## src/common/scm_map.vh

```
// Register map, field positions, reset values and timing counts of the clock selector
`ifndef SCM_MAP_VH
`define SCM_MAP_VH

// ----------------------------------------------------------------
// Register byte offsets
// ----------------------------------------------------------------
`define SCM_OFS_CTRL        8'h00
`define SCM_OFS_STAT        8'h04
`define SCM_OFS_IRQ_STAT    8'h08
`define SCM_OFS_IRQ_CLR     8'h0C
`define SCM_OFS_IRQ_EN      8'h10

// ----------------------------------------------------------------
// Control register fields
// ----------------------------------------------------------------
`define SCM_CTL_SEL_LO      0
`define SCM_CTL_SEL_HI      1
`define SCM_CTL_FACTOR      2
`define SCM_CTL_MULT_EN     3
`define SCM_CTL_AUTO_RET    4

// ----------------------------------------------------------------
// Status register fields
// ----------------------------------------------------------------
`define SCM_STA_LOCK        0
`define SCM_STA_RING        1
`define SCM_STA_SER_ACT     2
`define SCM_STA_ACT_LO      3
`define SCM_STA_ACT_HI      4
`define SCM_STA_PEND        5
`define SCM_STA_SEQ_LO      6
`define SCM_STA_SEQ_HI      9

// ----------------------------------------------------------------
// Interrupt bits
// ----------------------------------------------------------------
`define SCM_IRQ_LOCK        0
`define SCM_IRQ_REJECT      1
`define SCM_IRQ_SWBACK      2
`define SCM_IRQ_W           3

// ----------------------------------------------------------------
// Selector codes and reset values
// ----------------------------------------------------------------
`define SCM_SEL_MULT        2'b00
`define SCM_SEL_RSVD        2'b01
`define SCM_SEL_DIV4        2'b10
`define SCM_SEL_PMM         2'b11
`define SCM_SEL_RST         2'b10
`define SCM_IRQ_EN_RST      3'h0

// ----------------------------------------------------------------
// Timing: sys_clk cycles per system tick and divider ratios
// ----------------------------------------------------------------
`define SCM_OSC_DIV         2'h3
`define SCM_PER_X4          10'h001
`define SCM_PER_X2          10'h002
`define SCM_PER_DIV4        10'h004
`define SCM_PER_PMM         10'h400
`define SCM_MC_DIV          2'h3
`define SCM_LOCK_OSC        65536

`endif

```

## src/scm_tick_gen.v

```verilog
// Oscillator, system clock and machine-cycle tick generator
`timescale 1ns/1ns
`include "scm_map.vh"

module scm_tick_gen
(
  input  wire       sys_clk,   // Fast reference clock
  input  wire       sys_rst,   // Synchronous reset, high
  input  wire [1:0] sel,       // Active selector
  input  wire       factor,    // 0 doubles, 1 quadruples
  output reg        osc_tick,  // One pulse per oscillator period
  output reg        sys_tick,  // One pulse per system clock
  output reg        mc_tick    // One pulse per machine cycle
);

  reg  [1:0] osc_cnt_ff;
  reg  [9:0] sys_cnt_ff;
  reg  [1:0] mc_cnt_ff;
  reg  [9:0] period;
  wire       sys_hit;

  // ----------------------------------------------------------------
  // Period select: sys_clk is four oscillator clocks fast
  // ----------------------------------------------------------------
  always @*
  begin
    case (sel)
      `SCM_SEL_MULT: period = factor ? `SCM_PER_X4 : `SCM_PER_X2;  // see RQ3
      `SCM_SEL_PMM:  period = `SCM_PER_PMM;                        // see RQ1
      default:       period = `SCM_PER_DIV4;
    endcase
  end

  assign sys_hit = (sys_cnt_ff >= period - 10'h001);

  // Counters; machine cycle is four system ticks
  always @(posedge sys_clk)
  begin
    if (sys_rst)
    begin
      osc_cnt_ff <= 2'h0;
      sys_cnt_ff <= 10'h000;
      mc_cnt_ff  <= 2'h0;
      osc_tick   <= 1'b0;
      sys_tick   <= 1'b0;
      mc_tick    <= 1'b0;
    end
    else
    begin
      osc_cnt_ff <= osc_cnt_ff + 2'h1;
      osc_tick   <= (osc_cnt_ff == `SCM_OSC_DIV);
      sys_cnt_ff <= sys_hit ? 10'h000 : sys_cnt_ff + 10'h001;
      sys_tick   <= sys_hit;
      if (sys_hit)
        mc_cnt_ff <= mc_cnt_ff + 2'h1;
      mc_tick    <= sys_hit && (mc_cnt_ff == `SCM_MC_DIV);  // see RQ2
    end
  end

endmodule

```

## src/scm_ahb_slave.v

```verilog
// AHB-Lite slave front end for the clock selector registers
`timescale 1ns/1ns
`include "scm_map.vh"

module scm_ahb_slave
(
  input  wire        sys_clk,    // Clock
  input  wire        sys_rst,    // Synchronous reset, high
  input  wire        hsel,       // Slave select
  input  wire [7:0]  haddr,      // Byte address
  input  wire [1:0]  htrans,     // Transfer type
  input  wire        hwrite,     // Write when high
  input  wire [2:0]  hsize,      // Transfer size
  input  wire [31:0] hwdata,     // Write data
  input  wire        hready,     // Bus ready
  output wire        hreadyout,  // Slave ready
  output wire        hresp,      // Always OKAY
  output reg  [31:0] hrdata,     // Read data
  output wire        wr_en,      // Register write pulse
  output wire [7:0]  wr_addr,    // Register write address
  output wire [31:0] wr_data,    // Register write data
  output wire [7:0]  rd_addr,    // Register read address
  input  wire [31:0] rd_data     // Register read data
);

  reg        wr_ph_ff;
  reg        rd_ph_ff;
  reg        rd_done_ff;
  reg  [7:0] addr_ff;
  wire       start;

  assign start     = hsel && hready && htrans[1];
  assign hreadyout = ~rd_ph_ff | rd_done_ff;
  assign hresp     = 1'b0;
  assign wr_en     = wr_ph_ff;
  assign wr_addr   = addr_ff;
  assign wr_data   = hwdata;
  assign rd_addr   = addr_ff;

  // ----------------------------------------------------------------
  // Phase tracking; reads take one wait state, writes none
  // ----------------------------------------------------------------
  always @(posedge sys_clk)
  begin
    if (sys_rst)
    begin
      wr_ph_ff   <= 1'b0;
      rd_ph_ff   <= 1'b0;
      rd_done_ff <= 1'b0;
      addr_ff    <= 8'h00;
      hrdata     <= 32'h0000_0000;
    end
    else
    begin
      if (rd_ph_ff && !rd_done_ff)
      begin
        hrdata     <= rd_data;
        rd_done_ff <= 1'b1;
      end
      else if (hreadyout)
      begin
        wr_ph_ff   <= start && hwrite;
        rd_ph_ff   <= start && !hwrite;
        rd_done_ff <= 1'b0;
        if (start)
          addr_ff <= {haddr[7:2], 2'b00};
      end
    end
  end

endmodule

```

## src/scm_top.v

```verilog
// Clock source selector with multiplier engage sequence and switchback
//
// What this block does
// RQ1: Selector picks oscillator, divided by 256, or multiplied.
// RQ2: Machine cycle is system clock divided by four.
// RQ3: Selector 00 uses multiplier; factor picks x2/x4.
// RQ4: Encoding 00 multiplier/01 reserved/10 default/11 low power.
// RQ5: New rate applies one machine cycle later.
// RQ6: Selector changes only to or from 10.
// RQ7: Engage only from 10 with ring flag clear.
// RQ8: Ordered enable sequence, else selector unchanged.
// RQ9: Lock ready sets after stabilisation wait.
// RQ10: Multiplier engaged machine cycle after 00 write.
// RQ11: Leaving multiplier needs only a selector write.
// RQ12: Clearing enable, ignored while 00 is the target, stops multiplier, clears lock ready.
// RQ13: Auto return from low power on events.
// RQ14: Selector writes ignored while serial ports active.
`timescale 1ns/1ns
`include "scm_map.vh"

module scm_top
#(
  parameter LOCK_OSC_CYCLES = `SCM_LOCK_OSC  // Oscillator cycles to multiplier lock
)
(
  input  wire        sys_clk,           // Clock, 100 MHz
  input  wire        sys_rst,           // Synchronous reset, high
  input  wire        hsel,              // AHB slave select
  input  wire [7:0]  haddr,             // AHB byte address
  input  wire [1:0]  htrans,            // AHB transfer type
  input  wire        hwrite,            // AHB write
  input  wire [2:0]  hsize,             // AHB size
  input  wire [31:0] hwdata,            // AHB write data
  input  wire        hready,            // AHB ready in
  output wire        hreadyout,         // AHB ready out
  output wire        hresp,             // AHB response
  output wire [31:0] hrdata,            // AHB read data
  input  wire        ring_clock_active_flag, // Ring clock is running
  input  wire        serial_active,     // Either serial port busy
  input  wire        irq_ack,           // Interrupt acknowledged pulse
  input  wire        ser_start_bit,     // Serial start bit seen pulse
  input  wire        ser_tx_load,       // Serial transmit load pulse
  output wire        osc_tick,          // Oscillator period pulse
  output wire        sys_tick,          // System clock pulse
  output wire        mc_tick,           // Machine cycle pulse
  output reg  [1:0]  active_sel,        // Selector in force
  output reg         multiplier_lock_ready, // Multiplier stable
  output wire        irq                // Level interrupt
);

  // ----------------------------------------------------------------
  // Engage sequence states
  // ----------------------------------------------------------------
  localparam [3:0] SQ_IDLE  = 4'b0001;  // Waiting for enable clear
  localparam [3:0] SQ_CLR   = 4'b0010;  // Enable cleared
  localparam [3:0] SQ_FACT  = 4'b0100;  // Factor written
  localparam [3:0] SQ_ARMED = 4'b1000;  // Enable set after factor

  localparam integer LOCK_LAST_I = LOCK_OSC_CYCLES - 1;
  localparam [16:0]  LOCK_LAST   = LOCK_LAST_I[16:0];  // Counter is 17 bits wide

  wire        wr_en;
  wire [7:0]  wr_addr;
  wire [31:0] wr_data;
  wire [7:0]  rd_addr;
  reg  [31:0] rd_data;

  reg  [1:0]  pend_sel_ff;
  reg         pend_vld_ff;
  reg         multiplier_factor_select_ff;
  reg         multiplier_enable_ff;
  reg         auto_return_enable_ff;
  reg  [3:0]  seq_ff;
  reg  [3:0]  nxt_seq;
  reg  [16:0] lock_cnt_ff;
  reg  [`SCM_IRQ_W-1:0] irq_stat_ff;
  reg  [`SCM_IRQ_W-1:0] irq_en_ff;
  reg  [`SCM_IRQ_W-1:0] irq_set;

  wire        ctl_wr;
  wire [1:0]  new_sel;
  wire        new_fac;
  wire        new_en;
  wire [1:0]  cur_sel;
  wire        sel_change;
  reg         sel_ok;
  wire        sel_take;
  wire        sel_reject;
  wire        in_mult;
  wire        fac_take;
  wire        en_take;
  wire        swback;
  wire        lock_hit;

  // ----------------------------------------------------------------
  // Bus front end and tick generator
  // ----------------------------------------------------------------
  scm_ahb_slave u_bus
  (
    .sys_clk   (sys_clk),
    .sys_rst   (sys_rst),
    .hsel      (hsel),
    .haddr     (haddr),
    .htrans    (htrans),
    .hwrite    (hwrite),
    .hsize     (hsize),
    .hwdata    (hwdata),
    .hready    (hready),
    .hreadyout (hreadyout),
    .hresp     (hresp),
    .hrdata    (hrdata),
    .wr_en     (wr_en),
    .wr_addr   (wr_addr),
    .wr_data   (wr_data),
    .rd_addr   (rd_addr),
    .rd_data   (rd_data)
  );

  scm_tick_gen u_tick
  (
    .sys_clk  (sys_clk),
    .sys_rst  (sys_rst),
    .sel      (active_sel),
    .factor   (multiplier_factor_select_ff),
    .osc_tick (osc_tick),
    .sys_tick (sys_tick),
    .mc_tick  (mc_tick)
  );

  // ----------------------------------------------------------------
  // Control write decode
  // ----------------------------------------------------------------
  assign ctl_wr  = wr_en && (wr_addr == `SCM_OFS_CTRL);
  assign new_sel = {wr_data[`SCM_CTL_SEL_HI], wr_data[`SCM_CTL_SEL_LO]};
  assign new_fac = wr_data[`SCM_CTL_FACTOR];
  assign new_en  = wr_data[`SCM_CTL_MULT_EN];

  // Target selector counts a change still waiting for its machine cycle
  assign cur_sel    = pend_vld_ff ? pend_sel_ff : active_sel;
  assign in_mult    = (cur_sel == `SCM_SEL_MULT);
  assign sel_change = ctl_wr && (new_sel != cur_sel);

  // Legality of a selector change
  always @*
  begin
    sel_ok = 1'b0;
    if (new_sel == `SCM_SEL_RSVD)
      sel_ok = 1'b0;                                        // see RQ4
    else if (cur_sel != `SCM_SEL_DIV4 && new_sel != `SCM_SEL_DIV4)
      sel_ok = 1'b0;                                        // see RQ6
    else if (new_sel == `SCM_SEL_MULT)
      sel_ok = (seq_ff == SQ_ARMED) && multiplier_lock_ready
               && !ring_clock_active_flag;                  // see RQ7
    else
      sel_ok = 1'b1;                                        // see RQ11
  end

  // Serial lockout swallows the selector field only
  assign sel_take   = sel_change && sel_ok && !serial_active;   // see RQ14
  assign sel_reject = sel_change && !sel_take;                  // see RQ8

  // Factor and enable stay frozen while the multiplier is the target selector, pending or in force
  assign fac_take = ctl_wr && !in_mult;
  assign en_take  = ctl_wr && !in_mult;

  // Switchback from low power on qualified events
  assign swback = auto_return_enable_ff && (active_sel == `SCM_SEL_PMM)
                  && (irq_ack || ser_start_bit || ser_tx_load);  // see RQ13

  // ----------------------------------------------------------------
  // Engage sequence tracker
  // ----------------------------------------------------------------
  always @*
  begin
    nxt_seq = seq_ff;
    if (en_take)
    begin
      case (seq_ff)
        SQ_IDLE:  nxt_seq = new_en ? SQ_IDLE : SQ_CLR;
        SQ_CLR:   nxt_seq = new_en ? SQ_IDLE : SQ_FACT;
        SQ_FACT:  nxt_seq = new_en ? SQ_ARMED : SQ_FACT;
        SQ_ARMED: nxt_seq = (!new_en || new_fac != multiplier_factor_select_ff)
                            ? SQ_IDLE : SQ_ARMED;
        default:  nxt_seq = SQ_IDLE;
      endcase
      if (cur_sel != `SCM_SEL_DIV4 || ring_clock_active_flag)
        nxt_seq = SQ_IDLE;                                  // see RQ7
    end
    if (sel_take && new_sel == `SCM_SEL_MULT)
      nxt_seq = SQ_IDLE;
  end

  // ----------------------------------------------------------------
  // Control registers and selector pipeline
  // ----------------------------------------------------------------
  always @(posedge sys_clk)
  begin
    if (sys_rst)
    begin
      active_sel                  <= `SCM_SEL_RST;          // see RQ4
      pend_sel_ff                 <= `SCM_SEL_RST;
      pend_vld_ff                 <= 1'b0;
      multiplier_factor_select_ff <= 1'b0;
      multiplier_enable_ff        <= 1'b0;
      auto_return_enable_ff       <= 1'b0;
      seq_ff                      <= SQ_IDLE;
    end
    else
    begin
      seq_ff <= nxt_seq;                                    // see RQ8
      if (ctl_wr)
        auto_return_enable_ff <= wr_data[`SCM_CTL_AUTO_RET];
      if (fac_take)
        multiplier_factor_select_ff <= new_fac;             // see RQ3
      if (en_take)
        multiplier_enable_ff <= new_en;
      if (swback)
      begin
        active_sel  <= `SCM_SEL_DIV4;                       // see RQ13
        pend_vld_ff <= 1'b0;
      end
      else if (sel_take)
      begin
        pend_sel_ff <= new_sel;
        pend_vld_ff <= 1'b1;
      end
      else if (pend_vld_ff && mc_tick)
      begin
        active_sel  <= pend_sel_ff;                         // see RQ5
        pend_vld_ff <= 1'b0;                                // see RQ10
      end
    end
  end

  // ----------------------------------------------------------------
  // Multiplier stabilisation counter
  // ----------------------------------------------------------------
  assign lock_hit = osc_tick && (lock_cnt_ff == LOCK_LAST);

  always @(posedge sys_clk)
  begin
    if (sys_rst || !multiplier_enable_ff)
    begin
      lock_cnt_ff           <= 17'h0_0000;                  // see RQ12
      multiplier_lock_ready <= 1'b0;
    end
    else if (!multiplier_lock_ready && osc_tick)
    begin
      lock_cnt_ff <= lock_cnt_ff + 17'h0_0001;
      if (lock_hit)
        multiplier_lock_ready <= 1'b1;                      // see RQ9
    end
  end

  // ----------------------------------------------------------------
  // Interrupt status, enable and clear; a new event beats the clear
  // ----------------------------------------------------------------
  always @*
  begin
    irq_set                 = {`SCM_IRQ_W{1'b0}};
    irq_set[`SCM_IRQ_LOCK]   = lock_hit && multiplier_enable_ff && !multiplier_lock_ready;
    irq_set[`SCM_IRQ_REJECT] = sel_reject;
    irq_set[`SCM_IRQ_SWBACK] = swback;
  end

  always @(posedge sys_clk)
  begin
    if (sys_rst)
    begin
      irq_stat_ff <= {`SCM_IRQ_W{1'b0}};
      irq_en_ff   <= `SCM_IRQ_EN_RST;
    end
    else
    begin
      if (wr_en && wr_addr == `SCM_OFS_IRQ_CLR)
        irq_stat_ff <= (irq_stat_ff & ~wr_data[`SCM_IRQ_W-1:0]) | irq_set;
      else
        irq_stat_ff <= irq_stat_ff | irq_set;
      if (wr_en && wr_addr == `SCM_OFS_IRQ_EN)
        irq_en_ff <= wr_data[`SCM_IRQ_W-1:0];
    end
  end

  assign irq = |(irq_stat_ff & irq_en_ff);

  // ----------------------------------------------------------------
  // Read mux; unmapped and write-only addresses read zero
  // ----------------------------------------------------------------
  always @*
  begin
    rd_data = 32'h0000_0000;
    case (rd_addr)
      `SCM_OFS_CTRL:
      begin
        rd_data[`SCM_CTL_SEL_LO]   = cur_sel[0];
        rd_data[`SCM_CTL_SEL_HI]   = cur_sel[1];
        rd_data[`SCM_CTL_FACTOR]   = multiplier_factor_select_ff;
        rd_data[`SCM_CTL_MULT_EN]  = multiplier_enable_ff;
        rd_data[`SCM_CTL_AUTO_RET] = auto_return_enable_ff;
      end
      `SCM_OFS_STAT:
      begin
        rd_data[`SCM_STA_LOCK]    = multiplier_lock_ready;
        rd_data[`SCM_STA_RING]    = ring_clock_active_flag;
        rd_data[`SCM_STA_SER_ACT] = serial_active;
        rd_data[`SCM_STA_ACT_LO]  = active_sel[0];
        rd_data[`SCM_STA_ACT_HI]  = active_sel[1];
        rd_data[`SCM_STA_PEND]    = pend_vld_ff;
        rd_data[`SCM_STA_SEQ_HI:`SCM_STA_SEQ_LO] = seq_ff;
      end
      `SCM_OFS_IRQ_STAT: rd_data[`SCM_IRQ_W-1:0] = irq_stat_ff;
      `SCM_OFS_IRQ_EN:   rd_data[`SCM_IRQ_W-1:0] = irq_en_ff;
      default:           rd_data = 32'h0000_0000;
    endcase
  end

endmodule

```

## config.mk

```make
export PLATFORM = sky130hd
export DESIGN_NAME = scm_top
export DESIGN_NICKNAME = d
export VERILOG_FILES = /design/src/scm_tick_gen.v /design/src/scm_ahb_slave.v /design/src/scm_top.v
export VERILOG_INCLUDE_DIRS = /design/src /design/src/common
export SDC_FILE = /design/constraint.sdc
export NUM_CORES = 1
export LEC_CHECK = 0
export BUFFER_PORTS_ARGS = -buffer_cell sky130_fd_sc_hd__buf_2
export CORE_ASPECT_RATIO = 1.2
export CORE_MARGIN = 5
export CORE_UTILIZATION = 40
export DETAILED_ROUTE_END_ITERATION = 10
export PLACE_DENSITY_LB_ADDON = 0.05
export SYNTH_ARGS = -nofsm -noshare
export SYNTH_HDL_FRONTEND = slang
export SYNTH_SLANG_ARGS = --single-unit
```

## constraint.sdc

```tcl
create_clock -name sys_clk -period 3.4 [get_ports sys_clk]
set_input_delay 0.51 -clock sys_clk [delete_from_list [all_inputs] [get_ports sys_clk]]
set_output_delay 0.51 -clock sys_clk [all_outputs]
set_load 0.005 [all_outputs]
```

==> Yosys cells after proc, flatten, opt, wreduce, memory -nomap -nowiden <==
Index checks and enable logic that the tools add are counted.
{ "op_classes": {"addsub": 5, "n_lt_le_gt_ge": 1, "n_eq_ne": 17, "n_mux": 20, "n_bitwise": 10, "reduce_logical": 54} }
{ "ops": {"columns": ["op", "count"], "rows": [
  ["$logic_and 1x1->1", 25],
  ["$pmux 10 s2", 1],
  ["$add 17x1->17 const B", 1],
  ["$eq 17x16->1 const B", 1],
  ["$pmux 4 s4", 1],
  ["$eq 6x2->1 const B", 2],
  ["$mux 4", 3],
  ["$pmux 3 s4", 1],
  ["$add 10x1->10 const B", 1],
  ["$ge 10x10->1", 1],
  ["$sub 10x1->10 const B", 1],
  ["$logic_not 1->1", 9],
  ["$logic_not 8->1", 1],
  ["$reduce_and 2->1", 4],
  ["$mux 1", 7],
  ["$and 3x3->3", 2],
  ["$eq 2x2->1 const B", 3],
  ["$eq 6x1->1 const B", 1],
  ["$eq 6x3->1 const B", 1],
  ["$logic_not 2->1", 3],
  ["$mux 2", 3],
  ["$mux 3", 2],
  ["$or 3x3->3", 2],
  ["$reduce_or 2->1", 3],
  ["other kinds (18)", 28]
]} }
{ "word_totals": {"reg_bits": 72, "output_inout_bits": 41} }

==> Logic depth before layout (Yosys ltp) <==
Gate-level depths: netlist (run 1).
{ "depth": {"depth_word": 12, "mapped_depth": 10} }

==> Hierarchy <==
Synthesis (run 1) repeated with hierarchy kept, for this count alone.
{ "unflattened": {"cells_unflattened": 575, "area_unflattened_um2": 4794.6} }
{ "by_module_without_submodules": {"columns": ["module", "instances", "cells_each", "area_per_inst_um2", "seq_area_each_um2"], "rows": [
  ["scm_top", 1, 253, 2084.5, 720.7],
  ["scm_ahb_slave", 1, 223, 1783.0, 820.8],
  ["scm_tick_gen", 1, 99, 927.1, 340.3]
]} }

==> Least setup slack after synthesis (run 1) <==
No wires, ideal clock.
{ "synth_path": {"path_type": "register to register", "startpoint": "register active_sel[0]", "endpoint": "register u_tick.sys_cnt_ff[2]", "setup_time_ns": 0.065, "arrival_time_ns": 2.413, "required_ns": 3.335, "slack_ns": 0.922, "path_stages_with_launch": 11, "n_path_buf": 1, "cell_sequence": "dfxtp_1 inv_1 ha_1 nand3b_1 ha_1 nand2b_1 a21o_1 a21oi_1 or3b_2 clkbuf_1 nor2_1"} }
{ "synth_between": {"elab_chain_cells": 5, "word_cells_on_any_way": 6, "classes_between": "add/sub: 1; order compare: 1; eq/ne: 1; mux: 1; reduce/logical: 2"} }
{ "synth_lines": {"columns": ["element", "line", "rtl"], "rows": [
  ["start: declaration", "scm_top.v:46", "output reg [1:0] active_sel,"],
  ["start signal: assignment", "scm_top.v:200", "active_sel <= `SCM_SEL_RST;"],
  ["start signal: assignment", "scm_top.v:219", "active_sel <= `SCM_SEL_DIV4;"],
  ["start signal: assignment", "scm_top.v:229", "active_sel <= pend_sel_ff;"],
  ["$eq 2x2->1 or $logic_not 2->1 (tied branches)", "scm_tick_gen.v:27", "case (sel)"],
  ["$pmux 10 s2 (*)", "scm_tick_gen.v:27", null],
  ["$sub 10x1->10 (*)", "scm_tick_gen.v:34", "assign sys_hit = (sys_cnt_ff >= period - 10'h001);"],
  ["$ge 10x10->1 (*)", "scm_tick_gen.v:34", null],
  ["$reduce_or 2->1 (no source line) (*)", null, null],
  ["end signal: assignment", "scm_tick_gen.v:52", "sys_cnt_ff <= sys_hit ? 10'h000 : sys_cnt_ff + 10'h001;"],
  ["end: declaration", "scm_tick_gen.v:17", "reg [9:0] sys_cnt_ff;"]
]} }
Mark *: on every way between the ends. The rest lies on a longest branch, timed or not.
A chain may end at the register's enable or synchronous reset.

==> Worst setup path after layout (run 1) <==
{ "layout_path": {"startpoint": "register active_sel[1]", "endpoint": "register u_tick.mc_cnt_ff[0]"} }
{ "layout_between": {"elab_chain_cells": 4, "word_cells_on_any_way": 5, "classes_between": "add/sub: 1; order compare: 1; eq/ne: 1; mux: 1; reduce/logical: 1"} }
{ "layout_lines": {"columns": ["element", "line", "rtl"], "rows": [
  ["$eq 2x2->1 or $logic_not 2->1 (tied branches)", "scm_tick_gen.v:27", null],
  ["$pmux 10 s2 (*)", "scm_tick_gen.v:27", null],
  ["$sub 10x1->10 (*)", "scm_tick_gen.v:34", null],
  ["$ge 10x10->1 (*)", "scm_tick_gen.v:34", null],
  ["end signal: assignment", "scm_tick_gen.v:55", "mc_cnt_ff <= mc_cnt_ff + 2'h1;"],
  ["end: declaration", "scm_tick_gen.v:18", "reg [1:0] mc_cnt_ff;"]
]} }
Marks and branches as above.

==> results.sh, run 1 <==
export IMPL_die_height_um=117
export IMPL_synth_top_family_by_area="simple AND/OR/NAND/NOR gates"
export IMPL_dr_wl_met2_um=4130
export IMPL_post_cts_resized=0
export IMPL_initial_core_util=0.403
export IMPL_async_reset_ff_frac=0
export IMPL_grtUsageTotal=0.155
export IMPL_maxSlewViolCount=0
export IMPL_ir_worst_vdd_mv=0.279
export IMPL_clock_skew_ns=0.00812
export IMPL_hold_path_class="primary input to register"
export IMPL_crit_path_max_incr_delay_ns=0.53
export IMPL_top_layer="met4"
export IMPL_synth_xor_area_frac=0.0620
export IMPL_postRouteAntennaNets=0
export IMPL_synth_edff_count=0
export IMPL_io_buffers=39
export IMPL_vias_per_cell=5.02
export IMPL_relSlewSlack=0.530
export IMPL_postCtsHoldBufs=0
export IMPL_rsz0062_at_grt="no"
export IMPL_end_kind="register"
export IMPL_cts_setup_buffers=0
export IMPL_crit_type="register to register"
export IMPL_period_share=0.808
export IMPL_crit_path_end="u_tick.mc_cnt_ff[0]$_SDFFE_PP0P_"
export IMPL_post_route_drc_count=0
export IMPL_routed_via_count=2990
export IMPL_ys_warnings_count=0
export IMPL_placementRows=39
export IMPL_r2r_start="active_sel[1]$_SDFFE_PP1P_"
export IMPL_fillers=946
export IMPL_p_total_mw=2.11
export IMPL_worst_pin_slew_ns=0.702
export IMPL_grt_pass1_vias=2872
export IMPL_grt_max_degree=37
export IMPL_cp_start_kind="register"
export IMPL_status="completed"
export IMPL_synthCells=435
export IMPL_instances_no_fill=596
export IMPL_muxShareOfSynthArea=0.0535
export IMPL_gp_congestion=0.777
export IMPL_layout_drive_gt1_share=0.161
export IMPL_slowest_stage="dfxtp_1"
export IMPL_clk_latency_ns=0.33
export IMPL_core_area_um2=9420
export IMPL_drv_cap=0
export IMPL_grt_overflow=0
export IMPL_post_dp_hpwl_um=6330
export IMPL_avgSynthCellArea_um2=8.72
export IMPL_synthToLayoutAreaGrowth_pct=13.9
export IMPL_hold_violations=0
export IMPL_pre_cts_slack_ns=0.659
export IMPL_fin_ws_ns=0.652
export IMPL_period_minus_slack_ns=2.75
export IMPL_numCtsBuffers=9
export IMPL_cp_arrival_ns=2.96
export IMPL_htreeDepth=3
export IMPL_setup_tns_ns=0
export IMPL_drt_iter0_drc=157
export IMPL_antenna_cells=0
export IMPL_clk_pin_slew_ns=0.06
export IMPL_netlist_area_um2=3790
export IMPL_grt_antenna_before_repair=0
export IMPL_die_w_um=98.9
export IMPL_finish_net_count=542
export IMPL_synthDistinctLibCells=58
export IMPL_crit_required_ns=3.61
export IMPL_postRouteWirelength_um=8510
export IMPL_crit_chain="inv_1, ha_1, nand3b_1, ha_1, nand2b_1, a21o_1, a21oi_1, nor2b_1, mux2_2"
export IMPL_ys_ff_latch=72
export IMPL_grt_pass1_wl_um=14400
export IMPL_power_density_nw_per_um2=488
export IMPL_fmax_mhz=364
export IMPL_firstDrtPassIters=4
export IMPL_r2r_cells=9
export IMPL_cts_tree="built"
export IMPL_final_cell_mix="dfxtp_1, nor2_1, buf_2"
export IMPL_leakagePower_nw=1.72
export IMPL_dr_wl_met3_um=362
export IMPL_crit_path_frequent_cell="ha_1"
export IMPL_synthSimpleGateAreaFrac=0.245
export IMPL_wire_per_inst_um=14.3
export IMPL_cts_root_buf="clkbuf_16"
export IMPL_clock_sinks=72
export IMPL_clockBufferDepth=2
export IMPL_worstPathMaxFanout=8
export IMPL_reg2reg_setup_slack_ns=0.65
export IMPL_io_pins=96
export IMPL_dieArea_um2=11500
export IMPL_synthAdderAreaFrac=0.0627
export IMPL_synth_compound_area_frac=0.117
export IMPL_ys_flop_type="dfxtp_1"
export IMPL_r2r_end="u_tick.mc_cnt_ff[0]$_SDFFE_PP0P_"
export IMPL_setup_violations=0
export IMPL_wl_met1_um=3860
export IMPL_dp_cells=580
export IMPL_crit_start="active_sel[1]$_SDFFE_PP1P_"
export IMPL_ys_seq_area_frac=0.380
export IMPL_final_common_cell="dfxtp_1"
==> layer usage <==
metal,up-vias,track usage
li1,1544,-
met5,-,0
met1,1388,0.199
met3,10,0.0370
met2,48,0.254
met4,0,0.0574
==> cells in the mapped netlist, types with 2 or more instances <==
cell      count  share of area
nand4b_1      2         0.0046
o211ai_1      2         0.0040
nand4_1       9          0.015
nand3b_1      4         0.0079
a21o_1        2         0.0040
nor4b_4       2          0.013
nand2_1      30          0.030
a21oi_1      21          0.028
buf_4        23          0.046
mux2i_1      12          0.032
o21ai_0      13          0.017
nor3_1        7         0.0092
mux2_2        6          0.018
nand2b_1      2         0.0033
nor2b_1      17          0.028
ha_1         19          0.063
xor2_1       15          0.035
a32oi_1       2         0.0046
and4_1        2         0.0046
nor2_1       69          0.068
clkbuf_1     13          0.013
and3_1        5         0.0083
or4_1         2         0.0040
a31oi_1       3         0.0050
inv_1         9         0.0089
nor4_1        3         0.0050
nor3b_1       4         0.0079
dfxtp_1      72           0.38
xnor2_1      10          0.023
buf_2         5         0.0066
nand3_1      16          0.021
a22oi_1       8          0.016
==> power by group <==
part	internal (mW)	total, mW	switching [mW]
combinational	0.0795	0.181	0.101
sequential	0.876	0.903	0.0272
clock	0.680	1.03	0.346
total	1.64	2.11	0.474
==> per-stage QoR <==
stage | util | cell area, µm² | hold slack, ns
floorplan | - | 3870 | 0.399
finish | 0.459 | 4320 | 0.415
global route | 0.459 | 4320 | 0.418
global placement | 0.423 | 3990 | 0.407
CTS | 0.459 | 4320 | 0.405
detailed placement | 0.423 | 3990 | 0.417
==> cell type report <==
class / instances / area (µm²) / area share
multi-input combinational: 332 / 2130 / 0.494
clock buffer: 11 / 253 / 0.0585
inverter: 11 / 41.3 / 0.00956
tap: 123 / 154 / 0.0356
timing repair buffer: 42 / 218 / 0.0504
sequential: 72 / 1440 / 0.334
clock inverter: 5 / 78.8 / 0.0183
==> logic make-up after synthesis <==
kind of cell / Yosys count
other: 1
DFF: 72
adders and majority gates: 19
xor gates and xnor gates: 26
and+or+nand+nor: 180
buffers and inverters: 53
muxes: 19
AOI/OAI and AO/OA: 65
==> sequential cells by signal, summed over array words and instances (netlist names), 2 cells and up <==
name / cells
lock_cnt_ff: 17
seq_ff: 4
pend_sel_ff: 2
active_sel: 2
u_bus.hrdata: 10
u_tick.mc_cnt_ff: 2
u_tick.sys_cnt_ff: 10
u_tick.osc_cnt_ff: 2
irq_stat_ff: 3
irq_en_ff: 3
u_bus.rd_addr: 6
==> worst min-delay path by stage <==
| stage | to | from | slack [ns] | cells past startpoint |
|---|---|---|---|---|
| finish | u_bus.rd_addr[7]$_SDFFE_PP0P_ | haddr[7] | 0.41 | 3 |
| global route | u_bus.rd_addr[5]$_SDFFE_PP0P_ | haddr[5] | 0.42 | 3 |
| CTS | u_bus.rd_addr[7]$_SDFFE_PP0P_ | haddr[7] | 0.40 | 3 |
| detailed placement | u_tick.osc_cnt_ff[0]$_SDFF_PP0_ | u_tick.osc_cnt_ff[0]$_SDFF_PP0_ | 0.42 | 1 |
| global placement | u_tick.osc_cnt_ff[0]$_SDFF_PP0_ | u_tick.osc_cnt_ff[0]$_SDFF_PP0_ | 0.41 | 1 |
| floorplan | u_tick.osc_cnt_ff[0]$_SDFF_PP0_ | u_tick.osc_cnt_ff[0]$_SDFF_PP0_ | 0.40 | 1 |
==> worst max-delay path: cells and delay by family, from the launching register on <==
family / cells / cell delay [ns]
AOI/OAI and AO/OA: 2 / 0.34
adders and majority gates: 2 / 0.57
DFF: 1 / 0.53
muxes: 1 / 0.38
and+or+nand+nor: 3 / 0.68
buffers and inverters: 1 / 0.14
No activity file was read; power rests on OpenSTA's default activity.
==> run 2, diff against run 1 <==
- ABC_AREA: default -> 1
- clock period: 3.4 -> 2.5 ns (I/O delays scaled with it)
==> results.sh, run 2 <==
export IMPL_async_reset_ff_frac=0
export IMPL_fillers=968
export IMPL_synth_area_leaders="dfxtp_1, nand2_1, inv_1, nor2_1, ha_1"
export IMPL_placementRows=38
export IMPL_finish_net_count=640
export IMPL_synth_edff_count=0
export IMPL_synthCells=517
export IMPL_worstPathMaxFanout=10
export IMPL_routed_via_count=3209
export IMPL_synthDistinctLibCells=36
export IMPL_grt_max_degree=19
export IMPL_synthToLayoutAreaGrowth_pct=11.7
export IMPL_final_common_cell="nand2_1"
export IMPL_period_minus_slack_ns=2.15
export IMPL_clock_skew_ns=0.0101
export IMPL_rsz0062_at_grt="no"
export IMPL_power_density_nw_per_um2=552
export IMPL_synth_top_area_frac=0.386
export IMPL_clock_sinks=72
export IMPL_end_kind="register"
export IMPL_crit_path_max_incr_delay_ns=0.39
export IMPL_wire_per_inst_um=11.6
export IMPL_post_dp_hpwl_um=6310
export IMPL_grt_pass1_wl_um=14100
export IMPL_hold_violations=0
export IMPL_ys_ff_latch=72
export IMPL_io_pins=96
export IMPL_post_cts_resized=0
export IMPL_regMostFlops="lock_cnt_ff"
export IMPL_grtUsageTotal=0.152
export IMPL_dieArea_um2=11400
export IMPL_drt_iter0_drc=118
export IMPL_synth_commonest_cells="nand2_1, dfxtp_1, inv_1, nor2_1, a21oi_1"
export IMPL_status="completed"
export IMPL_post_route_drc_count=0
export IMPL_hold_path_class="primary input to register"
export IMPL_layout_drive_gt1_share=0.152
export IMPL_largest_reg_flops=17
export IMPL_cts_root_buf="clkbuf_8"
export IMPL_die_w_um=98.2
export IMPL_period_share=0.858
export IMPL_setup_violations=0
export IMPL_postCtsHoldBufs=0
export IMPL_slowest_stage="dfxtp_1"
export IMPL_yosysTopAreaCell="dfxtp_1"
export IMPL_grt_antenna_before_repair=0
export IMPL_final_cell_mix="nand2_1, dfxtp_1, inv_1"
export IMPL_crit_chain="inv_1, ha_1, nor2_1, nand2_1, ha_1, inv_1, nand2_1, a21oi_1, or2_2, nand3_1, buf_4, nor3b_1"
export IMPL_reg_largest_list="lock_cnt_ff x17, u_bus.hrdata x10, u_tick.sys_cnt_ff x10"
export IMPL_postRouteAntennaNets=0
export IMPL_place_area_um2=4010
export IMPL_ys_warnings_count=0
export IMPL_htreeDepth=3
export IMPL_vias_per_cell=4.64
export IMPL_ys_seq_area_frac=0.386
export IMPL_cp_buffers_inverters=3
export IMPL_grt_overflow=0
export IMPL_core_area_um2=9080
export IMPL_firstDrtPassIters=4
export IMPL_ys_flop_type="dfxtp_1"
export IMPL_drv_cap=0
export IMPL_gp_congestion=0.806
export IMPL_antenna_cells=0
export IMPL_yosysMostFrequentCell="nand2_1"
export IMPL_numCtsBuffers=9
export IMPL_cts_setup_buffers=0
export IMPL_crit_type="register to register"
export IMPL_leakagePower_nw=1.82
export IMPL_cts_tree="built"
export IMPL_final_area_um2=4170
export IMPL_grt_pass1_vias=3100
export IMPL_die_height_um=116
export IMPL_netlist_area_um2=3730
export IMPL_fmax_mhz=466
export IMPL_avgSynthCellArea_um2=7.22
export IMPL_clk_latency_ns=0.34
export IMPL_crit_family="simple AND/OR/NAND/NOR gates"
export IMPL_cp_arrival_ns=2.38
export IMPL_clockBufferDepth=2
export IMPL_setup_tns_ns=0
export IMPL_io_buffers=39
export IMPL_cp_start_kind="register"
export IMPL_ir_worst_vdd_mv=0.356
export IMPL_clk_pin_slew_ns=0.07
export IMPL_crit_required_ns=2.73
export IMPL_initial_core_util=0.411
export IMPL_postRouteWirelength_um=8040
export IMPL_maxSlewViolCount=0
run 2: worst register-to-register path: stages, from the launching register on:
cell     delay [ns]
dfxtp_1        0.39
inv_1          0.11
ha_1           0.30
nor2_1         0.10
nand2_1        0.06
ha_1           0.27
inv_1          0.03
nand2_1        0.04
a21oi_1        0.05
or2_2          0.30
nand3_1        0.13
buf_4          0.20
nor3b_1        0.06
run 2: path summary, 6_finish.rpt:
path	from	endpoint	slack, ns	cells past startpoint
max	active_sel[0]$_SDFFE_PP0P_	u_tick.sys_cnt_ff[3]$_SDFF_PP0_	0.35	12
min	hwrite	u_bus.rd_ph_ff$_SDFFE_PP0N_	0.24	2
max reg2reg	active_sel[0]$_SDFFE_PP0P_	u_tick.sys_cnt_ff[3]$_SDFF_PP0_	0.35	12
min reg2reg	u_tick.osc_cnt_ff[0]$_SDFF_PP0_	u_tick.osc_cnt_ff[0]$_SDFF_PP0_	0.42	1
run 2: report_power, final:
| part | switching (mW) | internal [mW] | leakage [nW] |
|---|---|---|---|
| Combinational | 0.165 | 0.106 | 1.15 |
| Sequential | 0.0344 | 1.20 | 0.583 |
| Clock | 0.419 | 0.381 | 0.0899 |
run 2: layout make-up:
class,instances,area [µm²],area share
multi-input combinational,368,1910,0.458
sequential,72,1440,0.346
inverter,70,263,0.0630
timing repair buffer,45,240,0.0576
tap,120,150,0.0360
clock buffer,12,145,0.0348
clock inverter,4,20.0,0.00480
run 2: cell families after synthesis:
logic type | share of synthesized area
muxes | 0.00268
other | 0.00100
DFF | 0.386
buffers and inverters | 0.124
AOI/OAI and AO/OA | 0.127
xor gates and xnor gates | 0.0117
and+or+nand+nor | 0.283
adders and majority gates | 0.0637
run 2: routing by layer:
| metal | track usage | wire [µm] | vias to the layer above |
|---|---|---|---|
| met5 | 0 | 0 | - |
| met3 | 0.0337 | 252 | 6 |
| li1 | - | - | 1729 |
| met2 | 0.272 | 4090 | 34 |
| met1 | 0.180 | 3580 | 1440 |
| met4 | 0.0574 | 116 | 0 |
run 2: through the flow:
step	std cells	setup slack, ns	total power, mW	hold WS [ns]	util
global route	691	0.147	2.46	0.250	0.459
global placement	675	0.324	1.53	0.407	0.441
CTS	691	0.294	2.34	0.231	0.459
finish	691	0.355	2.30	0.245	0.459
floorplan	539	0.449	1.47	0.399	-
detailed placement	675	0.310	1.54	0.417	0.441
==> run 3, diff against run 2 <==
- CORE_MARGIN: 5 -> 4
==> results.sh, run 3 (synthesis gave the netlist of run 2 again) <==
export IMPL_finish_net_count=639
export IMPL_post_dp_hpwl_um=6330
export IMPL_regArea_um2=1440
export IMPL_grt_antenna_before_repair=0
export IMPL_layout_drive_gt1_share=0.146
export IMPL_postRouteWirelength_um=8000
export IMPL_hold_violations=0
export IMPL_crit_chain="inv_1, ha_1, nor2_1, nand2_1, ha_1, inv_1, nand2_1, a21oi_1, or2_2, nand3_1, buf_4, nor3b_1"
export IMPL_relSlewSlack=0.651
export IMPL_fillers=999
export IMPL_drv_cap=0
export IMPL_setup_tns_ns=0
export IMPL_leakagePower_nw=1.81
export IMPL_clockBufferDepth=2
export IMPL_die_height_um=114
export IMPL_hold_path_class="primary input to register"
export IMPL_crit_start="active_sel[0]$_SDFFE_PP0P_"
export IMPL_final_common_cell="nand2_1"
export IMPL_core_area_um2=9080
export IMPL_final_area_um2=4150
export IMPL_dp_cells=674
export IMPL_multi_input_area_um2=1910
export IMPL_clk_pin_slew_ns=0.07
export IMPL_die_w_um=96.2
export IMPL_setup_violations=0
export IMPL_grt_overflow=0
export IMPL_fmax_mhz=442
export IMPL_instances_no_fill=688
export IMPL_rsz0062_at_grt="no"
export IMPL_clk_latency_ns=0.35
export IMPL_period_minus_slack_ns=2.26
export IMPL_final_cell_mix="nand2_1, dfxtp_1, inv_1"
export IMPL_r2r_start="active_sel[0]$_SDFFE_PP0P_"
export IMPL_cp_depth=12
export IMPL_power_density_nw_per_um2=547
export IMPL_whs_ns=0.241
export IMPL_post_route_drc_count=0
export IMPL_synthToLayoutAreaGrowth_pct=11.2
export IMPL_crit_path_max_incr_delay_ns=0.45
export IMPL_postCtsHoldBufs=0
export IMPL_grt_pass1_wl_um=13900
export IMPL_numCtsBuffers=9
export IMPL_ir_worst_vdd_mv=0.319
export IMPL_crit_type="register to register"
export IMPL_grtUsageTotal=0.162
export IMPL_reg2reg_setup_slack_ns=0.24
export IMPL_drt_iter0_drc=99
export IMPL_fin_ws_ns=0.238
export IMPL_regMostFlops="lock_cnt_ff"
export IMPL_postRouteAntennaNets=0
export IMPL_status="completed"
export IMPL_worstPathMaxFanout=10
export IMPL_r2r_end="u_tick.sys_cnt_ff[3]$_SDFF_PP0_"
export IMPL_cts_tree="built"
export IMPL_cp_start_kind="register"
export IMPL_initial_core_util=0.411
export IMPL_routed_via_count=3230
export IMPL_gp_congestion=0.786
export IMPL_crit_path_end="u_tick.sys_cnt_ff[3]$_SDFF_PP0_"
export IMPL_placementRows=38
export IMPL_cp_buffers_inverters=3
export IMPL_reg_largest_list="lock_cnt_ff x17, u_bus.hrdata x10, u_tick.sys_cnt_ff x10"
export IMPL_end_kind="register"
export IMPL_grt_pass1_vias=3092
export IMPL_pre_cts_slack_ns=0.218
export IMPL_r2r_cells=12
export IMPL_clock_sinks=72
export IMPL_dieArea_um2=10900
export IMPL_cp_arrival_ns=2.49
export IMPL_worst_pin_slew_ns=0.522
export IMPL_slowest_stage="dfxtp_1"
export IMPL_htreeDepth=3
export IMPL_maxSlewViolCount=0
export IMPL_io_pins=96
export IMPL_post_cts_resized=0
export IMPL_vias_per_cell=4.69
export IMPL_cts_root_buf="clkbuf_8"
export IMPL_period_share=0.905
export IMPL_largest_reg_flops=17
export IMPL_grt_max_degree=19
export IMPL_crit_family="simple AND/OR/NAND/NOR gates"
export IMPL_clock_skew_ns=0.00754
export IMPL_cts_setup_buffers=0
export IMPL_place_area_um2=4000
export IMPL_io_buffers=39
export IMPL_crit_required_ns=2.73
export IMPL_antenna_cells=0
export IMPL_wire_per_inst_um=11.6
export IMPL_firstDrtPassIters=4
==> run 3: cell types whose count changed in the layout (fill, tap and decap cells not counted) <==
cell / before / now
clkinv_2: 4 / 1
clkbuf_1: 2 / 3
buf_4: 6 / 5
==> run 3: per-layer routing <==
| metal | track usage | routed length (µm) |
|---|---|---|
| met5 | 0 | 0 |
| met4 | 0.0626 | 110 |
| met3 | 0.0343 | 271 |
| met2 | 0.284 | 4100 |
| met1 | 0.189 | 3520 |
==> run 3: stage by stage <==
stage                     utilization  power, mW
after detailed placement        0.440       1.53
after floorplan                     -       1.47
after CTS                       0.457       2.32
after global routing            0.457       2.42
after global placement          0.440       1.53
final                           0.457       2.27
==> run 3: area by class of cell <==
class / count / area share
multi-input combinational: 368 / 0.460
sequential: 72 / 0.347
inverter: 70 / 0.0633
timing repair buffer: 44 / 0.0561
tap: 120 / 0.0362
clock buffer: 13 / 0.0359
clock inverter: 1 / 0.00121
==> run 3: worst register-to-register path, cell delays in order (launching register included) <==
cell	delay (ns)
dfxtp_1	0.45
inv_1	0.13
ha_1	0.31
nor2_1	0.11
nand2_1	0.06
ha_1	0.27
inv_1	0.03
nand2_1	0.05
a21oi_1	0.05
or2_2	0.30
nand3_1	0.13
buf_4	0.20
nor3b_1	0.06
==> run 3: how the worst min path moves through the flow <==
stage	startpoint	end	slack [ns]	depth (start not counted)
floorplan	u_tick.osc_cnt_ff[0]$_SDFF_PP0_	u_tick.osc_cnt_ff[0]$_SDFF_PP0_	0.40	1
global placement	u_tick.osc_cnt_ff[0]$_SDFF_PP0_	u_tick.osc_cnt_ff[0]$_SDFF_PP0_	0.41	1
detailed placement	u_tick.osc_cnt_ff[0]$_SDFF_PP0_	u_tick.osc_cnt_ff[0]$_SDFF_PP0_	0.41	1
CTS	hwrite	u_bus.rd_ph_ff$_SDFFE_PP0N_	0.23	2
global route	hwrite	u_bus.rd_ph_ff$_SDFFE_PP0N_	0.24	2
finish	hwrite	u_bus.rd_ph_ff$_SDFFE_PP0N_	0.24	2
==> run 3: power breakdown <==
part	total [mW]	switching [mW]	internal (mW)
combinational	0.269	0.163	0.105
clock	0.772	0.396	0.376
sequential	1.23	0.0344	1.20
